File: config.mk
export PLATFORM = sky130hd
export DESIGN_NAME = errstate_classifier
export DESIGN_NICKNAME = d
export VERILOG_FILES = /design/src/errstate_pkg.sv /design/src/errattr_if.sv /design/src/errstate_classifier.sv /design/src/errstate_core.sv
export SDC_FILE = /design/constraint.sdc
export NUM_CORES = 1
export LEC_CHECK = 0
export ABC_AREA = 1
export BUFFER_PORTS_ARGS = -buffer_cell sky130_fd_sc_hd__buf_2
export CORE_UTILIZATION = 47
export DETAILED_ROUTE_END_ITERATION = 10
export PLACE_DENSITY = 0.9
export SYNTH_ARGS = -nofsm -noshare
export SYNTH_HDL_FRONTEND = slang
export SYNTH_SLANG_ARGS = --single-unit
export TNS_END_PERCENT = 100
File: constraint.sdc
create_clock -name CORE_CLK -period 1.5 [get_ports CORE_CLK]
set_input_delay 0.375 -clock CORE_CLK [delete_from_list [all_inputs] [get_ports CORE_CLK]]
set_output_delay 0.375 -clock CORE_CLK [all_outputs]
set_load 0.005 [all_outputs]
File: src/errstate_pkg.sv
// Package of encodings, states and field layouts for the error state classifier.
// Assumes a single core clock domain; included first in compile order.
package errstate_pkg;

  // ************************************************************
  // Exception types
  // ************************************************************
  typedef enum logic [1:0] {
    EXC_SYNC_ABORT_64,
    EXC_SERR_64,
    EXC_SYNC_ABORT_32,
    EXC_SERR_32
  } exc_type_t;

  // ************************************************************
  // One-hot error state positions
  // ************************************************************
  localparam int ST_UNCONTAINABLE = 0;
  localparam int ST_UNRECOVERABLE = 1;
  localparam int ST_RECOVERABLE = 2;
  localparam int ST_RESTARTABLE = 3;
  localparam int ST_CORRECTED = 4;
  localparam int ST_UNCATEGORIZED = 5;
  localparam int ST_IMPDEF = 6;
  localparam int ST_NONE = 7;
  localparam int NUM_STATES = 8;
  localparam logic [7:0] STATE_RESET = 8'h00;

  // ************************************************************
  // Election bit positions (same order as states)
  // ************************************************************
  localparam int NUM_ELECT = 7;

  // ************************************************************
  // Field encodings
  // ************************************************************
  localparam logic [2:0] AET64_UNCONTAINABLE = 3'h0;
  localparam logic [2:0] AET64_UNRECOVERABLE = 3'h1;
  localparam logic [2:0] AET64_RESTARTABLE = 3'h2;
  localparam logic [2:0] AET64_RECOVERABLE = 3'h3;
  localparam logic [2:0] AET64_CORRECTED = 3'h6;
  localparam logic [1:0] SET_UNCONTAINABLE = 2'h2;
  localparam logic [1:0] SET_RECOVERABLE = 2'h0;
  localparam logic [1:0] SET_RESTARTABLE = 2'h3;
  localparam logic [1:0] AET32_UNCONTAINABLE = 2'h0;
  localparam logic [1:0] AET32_UNRECOVERABLE = 2'h1;
  localparam logic [1:0] AET32_RESTARTABLE = 2'h2;
  localparam logic [1:0] AET32_RECOVERABLE = 2'h3;
  localparam logic IDS_SET = 1'h1;
  localparam logic IDS_CLEAR = 1'h0;

  // ************************************************************
  // Entry sequencer states
  // ************************************************************
  typedef enum logic [1:0] {
    SEQ_IDLE,
    SEQ_EVAL,
    SEQ_DONE
  } seq_state_t;

endpackage

File: src/errattr_if.sv
// Interface carrying one set of registered error attributes to the classifier core.
// Assumes the attributes are stable while the core evaluates them.
interface errattr_if;
  logic silent_prop;
  logic sw_can_resume;
  logic needs_repair;
  logic corrected;
  logic unsync;
  errstate_pkg::exc_type_t exc_type;
  logic [errstate_pkg::NUM_ELECT-1:0] elect;
  logic [errstate_pkg::NUM_STATES-1:0] state;

  modport src (output silent_prop, sw_can_resume, needs_repair, corrected, unsync,
    exc_type, elect, input state);
  modport core (input silent_prop, sw_can_resume, needs_repair, corrected, unsync,
    exc_type, elect, output state);
endinterface

File: src/errstate_classifier.sv
// Top of the processing_element error state classifier with syndrome field output.
// Assumes the core exception entry logic drives attributes synchronous to CORE_CLK.
module errstate_classifier #(
  parameter int NUM_PEND = 4,
  parameter bit ALLOW_LEGACY = 1'b0
) (
  input wire logic CORE_CLK,
  input wire logic SYS_RST,
  input wire logic ENTRY_VALID,
  input wire errstate_pkg::exc_type_t EXC_TYPE,
  input wire logic SILENT_PROP,
  input wire logic SW_CAN_RESUME,
  input wire logic NEEDS_REPAIR,
  input wire logic CORRECTED,
  input wire logic UNSYNC,
  input wire logic [errstate_pkg::NUM_ELECT-1:0] ELECT,
  input wire logic SEV_VALID,
  input wire logic [errstate_pkg::NUM_ELECT-1:0] SEV_ELECT,
  input wire logic MERGE_EN,
  input wire logic [NUM_PEND-1:0] PEND_SET,
  input wire logic [NUM_PEND-1:0] PEND_SILENT,
  input wire logic [NUM_PEND-1:0] PEND_RESUME,
  input wire logic [NUM_PEND-1:0] PEND_REPAIR,
  input wire logic [NUM_PEND-1:0] PEND_CORR,
  input wire logic [NUM_PEND-1:0] PEND_UNSYNC,
  input wire logic [NUM_PEND-1:0] PEND_LEGACY,
  output logic STATE_VALID,
  output logic [errstate_pkg::NUM_STATES-1:0] STATE_ONEHOT,
  output logic [2:0] AET64,
  output logic [1:0] SET_FIELD,
  output logic [1:0] AET32,
  output logic IDS_BIT,
  output logic SYND_ZERO,
  output logic [NUM_PEND-1:0] PEND_Q,
  output logic [NUM_PEND-1:0] MERGED
);

  // ************************************************************
  // Helpers
  // ************************************************************
  function automatic logic [NUM_PEND-1:0] lowest(input logic [NUM_PEND-1:0] v);
    logic [NUM_PEND-1:0] r;
    r = '0;
    for (int i = NUM_PEND - 1; i >= 0; i--) begin
      if (v[i]) begin
        r = '0;
        r[i] = 1'b1;
      end
    end
    return r;
  endfunction

  function automatic logic any_of(input logic [NUM_PEND-1:0] v, input logic [NUM_PEND-1:0] m);
    return |(v & m);
  endfunction

  // ************************************************************
  // State
  // ************************************************************
  errstate_pkg::seq_state_t seq_q, seq_d;
  errstate_pkg::exc_type_t type_q, type_d;
  logic silent_q, silent_d, resume_q, resume_d, repair_q, repair_d;
  logic corr_q, corr_d, unsync_q, unsync_d, merge_q, merge_d;
  logic [errstate_pkg::NUM_ELECT-1:0] elect_q, elect_d;
  logic [NUM_PEND-1:0] pend_q, pend_d, take_q, take_d, legacy_q, legacy_d;
  logic valid_q, valid_d, ids_q, ids_d, zero_q, zero_d;
  logic [errstate_pkg::NUM_STATES-1:0] onehot_q, onehot_d;
  logic [2:0] aet64_q, aet64_d;
  logic [1:0] set_q, set_d, aet32_q, aet32_d;

  errattr_if attr ();

  errstate_core u_core (
    .a(attr)
  );

  assign attr.silent_prop = silent_q;
  assign attr.sw_can_resume = resume_q;
  assign attr.needs_repair = repair_q;
  assign attr.corrected = corr_q;
  assign attr.unsync = unsync_q;
  assign attr.exc_type = type_q;
  assign attr.elect = elect_q;

  // ************************************************************
  // Next state
  // ************************************************************
  always_comb begin
    logic [errstate_pkg::NUM_ELECT-1:0] el;
    logic [NUM_PEND-1:0] pick;
    logic serr_now;
    el = '0;
    pick = '0;
    serr_now = 1'b0;
    type_d = type_q;
    silent_d = silent_q;
    resume_d = resume_q;
    repair_d = repair_q;
    corr_d = corr_q;
    unsync_d = unsync_q;
    merge_d = merge_q;
    elect_d = elect_q;
    take_d = take_q;
    legacy_d = legacy_q;
    // New conditions accumulate while pending ones wait
    pend_d = pend_q | PEND_SET;
    case (seq_q)
      errstate_pkg::SEQ_IDLE: begin
        if (ENTRY_VALID) begin
          serr_now = (EXC_TYPE == errstate_pkg::EXC_SERR_64)
            || (EXC_TYPE == errstate_pkg::EXC_SERR_32);
          el = ELECT;
          if (SEV_VALID) begin
            el = el | SEV_ELECT;
          end
          if (!ALLOW_LEGACY) begin
            el[errstate_pkg::ST_UNCATEGORIZED] = 1'b0;
            el[errstate_pkg::ST_IMPDEF] = 1'b0;
          end
          if (serr_now) begin
            pick = MERGE_EN ? pend_q : lowest(pend_q);
          end
          take_d = pick;
          legacy_d = PEND_LEGACY;
          // Combined effect: worst attribute wins across merged set
          type_d = EXC_TYPE;
          silent_d = SILENT_PROP | any_of(PEND_SILENT, pick);
          resume_d = SW_CAN_RESUME & ~any_of(~PEND_RESUME, pick);
          repair_d = NEEDS_REPAIR | any_of(PEND_REPAIR, pick);
          corr_d = CORRECTED & ~any_of(~PEND_CORR, pick);
          unsync_d = UNSYNC | any_of(PEND_UNSYNC, pick);
          merge_d = (pick != lowest(pick));
          elect_d = el;
          pend_d = (pend_q & ~pick) | PEND_SET;
        end
      end
      errstate_pkg::SEQ_DONE: begin
        take_d = '0;
      end
      default: begin
        take_d = take_q;
      end
    endcase
  end

  // ************************************************************
  // Registers
  // ************************************************************
  always_ff @(posedge CORE_CLK) begin
    if (SYS_RST) begin
      type_q <= errstate_pkg::EXC_SYNC_ABORT_64;
      silent_q <= 1'b0;
      resume_q <= 1'b0;
      repair_q <= 1'b0;
      corr_q <= 1'b0;
      unsync_q <= 1'b0;
      merge_q <= 1'b0;
      elect_q <= '0;
      pend_q <= '0;
      take_q <= '0;
      legacy_q <= '0;
    end else begin
      type_q <= type_d;
      silent_q <= silent_d;
      resume_q <= resume_d;
      repair_q <= repair_d;
      corr_q <= corr_d;
      unsync_q <= unsync_d;
      merge_q <= merge_d;
      elect_q <= elect_d;
      pend_q <= pend_d;
      take_q <= take_d;
      legacy_q <= legacy_d;
    end
  end

  // ************************************************************
  // Entry sequencer
  // ************************************************************
  always_comb begin
    seq_d = seq_q;
    case (seq_q)
      errstate_pkg::SEQ_IDLE: begin
        if (ENTRY_VALID) begin
          seq_d = errstate_pkg::SEQ_EVAL;
        end
      end
      errstate_pkg::SEQ_EVAL: begin
        seq_d = errstate_pkg::SEQ_DONE;
      end
      errstate_pkg::SEQ_DONE: begin
        seq_d = errstate_pkg::SEQ_IDLE;
      end
      default: begin
        seq_d = errstate_pkg::SEQ_IDLE;
      end
    endcase
  end

  always_ff @(posedge CORE_CLK) begin
    if (SYS_RST) begin
      seq_q <= errstate_pkg::SEQ_IDLE;
    end else begin
      seq_q <= seq_d;
    end
  end

  // ************************************************************
  // Syndrome fields
  // ************************************************************
  logic legacy_merge;

  assign legacy_merge = merge_q && (type_q == errstate_pkg::EXC_SERR_64)
    && any_of(legacy_q, take_q);

  always_comb begin
    logic [errstate_pkg::NUM_STATES-1:0] st;
    st = attr.state;
    valid_d = 1'b0;
    onehot_d = onehot_q;
    aet64_d = aet64_q;
    set_d = set_q;
    aet32_d = aet32_q;
    ids_d = ids_q;
    zero_d = zero_q;
    if (seq_q == errstate_pkg::SEQ_EVAL) begin
      if (legacy_merge) begin
        st = '0;
        st[errstate_pkg::ST_IMPDEF] = 1'b1;
      end
      onehot_d = st;
      valid_d = 1'b1;
      ids_d = errstate_pkg::IDS_CLEAR;
      zero_d = 1'b0;
      aet64_d = errstate_pkg::AET64_UNCONTAINABLE;
      set_d = errstate_pkg::SET_UNCONTAINABLE;
      aet32_d = errstate_pkg::AET32_UNCONTAINABLE;
      if (st[errstate_pkg::ST_IMPDEF]) begin
        ids_d = errstate_pkg::IDS_SET;
      end else if (st[errstate_pkg::ST_UNCATEGORIZED]) begin
        zero_d = 1'b1;
      end else if (st[errstate_pkg::ST_UNRECOVERABLE]) begin
        aet64_d = errstate_pkg::AET64_UNRECOVERABLE;
        aet32_d = errstate_pkg::AET32_UNRECOVERABLE;
      end else if (st[errstate_pkg::ST_RECOVERABLE]) begin
        aet64_d = errstate_pkg::AET64_RECOVERABLE;
        set_d = errstate_pkg::SET_RECOVERABLE;
        aet32_d = errstate_pkg::AET32_RECOVERABLE;
      end else if (st[errstate_pkg::ST_RESTARTABLE]) begin
        aet64_d = errstate_pkg::AET64_RESTARTABLE;
        set_d = errstate_pkg::SET_RESTARTABLE;
        aet32_d = errstate_pkg::AET32_RESTARTABLE;
      end else if (st[errstate_pkg::ST_CORRECTED]) begin
        aet64_d = errstate_pkg::AET64_CORRECTED;
      end
    end
  end

  always_ff @(posedge CORE_CLK) begin
    if (SYS_RST) begin
      valid_q <= 1'b0;
      onehot_q <= errstate_pkg::STATE_RESET;
      aet64_q <= errstate_pkg::AET64_UNCONTAINABLE;
      set_q <= errstate_pkg::SET_UNCONTAINABLE;
      aet32_q <= errstate_pkg::AET32_UNCONTAINABLE;
      ids_q <= errstate_pkg::IDS_CLEAR;
      zero_q <= 1'b0;
    end else begin
      valid_q <= valid_d;
      onehot_q <= onehot_d;
      aet64_q <= aet64_d;
      set_q <= set_d;
      aet32_q <= aet32_d;
      ids_q <= ids_d;
      zero_q <= zero_d;
    end
  end

  // ************************************************************
  // Outputs
  // ************************************************************
  assign STATE_VALID = valid_q;
  assign STATE_ONEHOT = onehot_q;
  assign AET64 = aet64_q;
  assign SET_FIELD = set_q;
  assign AET32 = aet32_q;
  assign IDS_BIT = ids_q;
  assign SYND_ZERO = zero_q;
  assign PEND_Q = pend_q;
  assign MERGED = take_q;

endmodule

File: src/errstate_core.sv
// Combinational error state selection for one error condition.
// Assumes inputs come from registers in the instantiating module.
module errstate_core (
  errattr_if.core a
);

  // ************************************************************
  // Selection
  // ************************************************************
  logic sea32;
  logic serr64;
  logic serr;
  logic [errstate_pkg::NUM_STATES-1:0] st;
  logic [errstate_pkg::NUM_ELECT-1:0] e;

  always_comb begin
    e = a.elect;
    sea32 = (a.exc_type == errstate_pkg::EXC_SYNC_ABORT_32);
    serr64 = (a.exc_type == errstate_pkg::EXC_SERR_64);
    serr = serr64 || (a.exc_type == errstate_pkg::EXC_SERR_32);
    st = '0;
    // Elections of legacy states only count on the 64-bit interrupt
    if (serr64 && e[errstate_pkg::ST_IMPDEF]) begin
      st[errstate_pkg::ST_IMPDEF] = 1'b1;
    end else if (serr64 && e[errstate_pkg::ST_UNCATEGORIZED]) begin
      st[errstate_pkg::ST_UNCATEGORIZED] = 1'b1;
    end else if (!sea32 && (a.silent_prop || e[errstate_pkg::ST_UNCONTAINABLE]
        || (!a.sw_can_resume && a.unsync)
        || (!a.sw_can_resume && a.exc_type == errstate_pkg::EXC_SYNC_ABORT_64))) begin
      st[errstate_pkg::ST_UNCONTAINABLE] = 1'b1;
    end else if (!a.silent_prop && serr && ((!a.sw_can_resume && !a.unsync)
        || e[errstate_pkg::ST_UNRECOVERABLE])) begin
      st[errstate_pkg::ST_UNRECOVERABLE] = 1'b1;
    end else if (!a.silent_prop && !sea32 && a.sw_can_resume
        && (a.needs_repair || e[errstate_pkg::ST_RECOVERABLE])) begin
      st[errstate_pkg::ST_RECOVERABLE] = 1'b1;
    end else if (!a.silent_prop && !sea32 && a.sw_can_resume && !a.needs_repair
        && (!a.corrected || !serr64 || e[errstate_pkg::ST_RESTARTABLE])) begin
      st[errstate_pkg::ST_RESTARTABLE] = 1'b1;
    end else if (a.corrected && !a.silent_prop && serr64 && a.sw_can_resume) begin
      st[errstate_pkg::ST_CORRECTED] = 1'b1;
    end else if (sea32) begin
      st[errstate_pkg::ST_NONE] = 1'b1;
    end else begin
      st[errstate_pkg::ST_UNCONTAINABLE] = 1'b1;
    end
    a.state = st;
  end

endmodule

==> metrics.csv <==
stage,metric,value,unit
outcome,status,finished clean,
floorplanning,start_util,0.501,
floorplanning,pin_count,80,
worst_setup_path,crit_type,reg2reg,
clock_tree,cts_num_sinks,40,
floorplanning,die_area,4250,um^2
yosys,synth_area,1880,um^2
cells_and_area,area_delta_synth_final,27.4,%
routing,ant_nets,0,
yosys,postSynthAreaPerCell,7.38,um^2
cells_and_area,multiInputGateArea,920,um^2
yosys,synth_compound_area_frac,0.199,
yosys,async_reset_ff_frac,0,
sta,skew,0.0123,ns
worst_setup_path,cp-end-kind,flop,
routing,drc,0,
place,port_buffers,71,
yosys,synth-edff-count,0,
global_routing,grt_pass1_wl,7480,um
place,gp_congestion,0.930,
worst_setup_path,startpoint_type,flop,
cells_and_area,regArea,801,um^2
yosys,muxShareOfSynthArea,0,
clock_tree,cts.path.max_buffers,2,
cells_and_area,layout-drive-gt1-share,0.350,
routing,first_pass_iters,4,
routing,drtIter0Drc,91,
routing,wl,4490,um
sta,rsz0062_at_grt,no,
yosys,synthXorXnorAreaFrac,0,
global_routing,grt_pass1_vias,1749,
place,place_inst,369,
sta,min_period,1.37,ns
yosys,yosys_warnings,0,
cells_and_area,fin_nets,382,
place,hpwlAfterDp,3440,um
routing,routed_via_density,5.10,
floorplanning,dieWidth,65.2,um
pwr,p_leak,1.15,nW
clock_tree,clockRootBuffer,clkbuf_8,
sta,setup_violations,0,
yosys,synthCells,254,
clock_tree,clk_pin_slew_worst_paths,0.08,ns
global_routing,grt_use_total,0.228,
clock_tree,cts_tree,built,
yosys,yosysSeqAreaShare,0.427,
yosys,synthDistinctLibCells,30,
sta,slew_viol_final,0,
pwr,peakVddDrop,0.000679,V
yosys,synth_ff_type,dfxtp_1,
floorplanning,rows,22,
run,maxCapViolations,0,
routing,routedWlPerCell,11.9,um
worst_setup_path,path_max_fanout,6,
sta,max_clock_freq,732,MHz
sta,fin_tns_setup,0,ns
sta,hold_viol,0,
worst_setup_path,cp_data_required_time,1.69,ns
pwr,powerDensity,1010,nW/um^2
clock_tree,htree_levels,2,
floorplanning,die_h,65.2,um
sta,slew_headroom,0.654,
floorplanning,core-area,3740,um^2
yosys,synth-simple-area-share,0.287,
global_routing,overflow,0,
cells_and_area,instances_no_fill,377,
worst_setup_path,worstPathArrival,1.55,ns
global_routing,grt_start_max_net_pins,23,
yosys,ys_ff_latch,40,
hold_path,hp-class,in2reg,
cells_and_area,nFillCells,333,
yosys,synth_adder_area_share,0,
clock_tree,clk_latency,0.30,ns
sta,worst_pin_slew,0.513,ns
sta,fin_crit_sh,0.911,
clock_tree,cts_buffers,5,
routing,num_vias,1922,
clock_tree,cts_hold_buffers,0,
yosys,synth_top_family_by_area,simple AND/OR/NAND/NOR gates,
cells_and_area,antennaDiodeCount,0,
global_routing,antenna_found_initial,0,
-- per-stage QoR --
step | area (um^2) | hold slack [ns] | setup WS (ns) | power (W) | utilization
global route | 2390 | 0.296 | 0.00499 | 0.00252 | 0.638
global placement | 2280 | 0.452 | 0.131 | 0.00154 | 0.609
detailed placement | 2280 | 0.454 | 0.0786 | 0.00155 | 0.609
floorplan | 1880 | 0.444 | 0.313 | 0.00141 | -
finish | 2390 | 0.282 | 0.134 | 0.00241 | 0.638
CTS | 2390 | 0.284 | 0.151 | 0.00241 | 0.638
-- path summary, 6_finish.rpt --
path,cells past startpoint,start,endpoint,slack [ns]
setup reg to reg,5,PEND_Q[0],attr.corrected,0.13
hold / removal,3,PEND_SET[0],PEND_Q[0],0.28
hold reg to reg,2,SET_FIELD[0],SET_FIELD[0],0.47
setup / recovery,5,PEND_Q[0],attr.corrected,0.13
-- layout make-up --
type	count	area share
clock buffers	5	0.0288
clock inverters	3	0.0178
inverters	26	0.0408
multi-input cells	178	0.385
flip-flops and latches	40	0.335
well taps	48	0.0251
repair buffers	77	0.168
-- synth_stat cells (4+ instances only) --
cell | number | area (um^2)
or2_2 | 4 | 25.0
buf_2 | 4 | 20.0
nand3_1 | 9 | 45.0
nand2_1 | 51 | 191
a21oi_1 | 29 | 145
inv_2 | 6 | 22.5
dfxtp_1 | 40 | 801
buf_4 | 4 | 30.0
o211ai_1 | 4 | 30.0
nand3_2 | 4 | 40.0
o21ai_0 | 15 | 75.1
nor2_2 | 6 | 37.5
inv_1 | 20 | 75.1
nor2_1 | 27 | 101
nand4_1 | 5 | 31.3
-- report_power, final --
| part | switching, W | internal, W |
|---|---|---|
| registers | 0.0000457 | 0.00112 |
| clock network | 0.000381 | 0.000492 |
| logic | 0.000213 | 0.000155 |
| total | 0.000639 | 0.00177 |
-- worst max-delay path, cell delays in order, from the launching register on --
cell       delay, ns
dfxtp_1         0.36
o21ai_1         0.17
nand3_1         0.21
or2_2           0.33
o2111ai_1       0.09
a21oi_1         0.09
-- cells in the final DEF (no fill, tap or decap), types with 2 or more instances in the layout --
cell	count
o21a_1	2
o2111ai_1	2
a211oi_1	3
o211ai_1	4
o21ai_0	15
nand3_2	4
o21ai_1	3
a21oi_2	2
inv_1	19
nor2_1	27
or2_2	4
nand4_1	5
clkbuf_8	5
nand2_4	2
nand2_1	51
nand3_1	9
inv_2	7
dfxtp_1	40
nor2_2	6
a21oi_1	29
buf_4	6
nand2_2	2
conb_1	2
buf_2	71
-- registers in the layout (all words and copies together), names as in the netlist, 2 cells and up --
name / cells
STATE_ONEHOT: 7
attr.elect: 4
legacy_q: 4
MERGED: 4
AET64: 3
attr.exc_type: 2
PEND_Q: 4
seq_q: 2
SET_FIELD: 2
-- layer usage --
layer | track usage | share of wire | vias to the layer above | wire, um
li1 | - | - | 982 | -
met4 | 0.101 | 0.018 | 0 | 81
met1 | 0.280 | 0.44 | 867 | 1950
met3 | 0.0469 | 0.060 | 6 | 267
met2 | 0.381 | 0.49 | 67 | 2180
met5 | 0 | 0 | - | 0
-- cell families (layout without fill, tap and decap cells) --
logic type             Yosys count  in the layout
AOI/OAI and AO/OA               63             63
and+or+nand+nor                113            113
buffers and inverters           37            111
other                            1              2
DFF                             40             40
-- timing repair --
action | 4_1_cts | 5_1_grt
gates resized for setup | 0 | 1
setup endpoints to repair | 0 | 1
buffers inserted | 0 | 0
No activity file was read; power rests on OpenSTA's default activity.
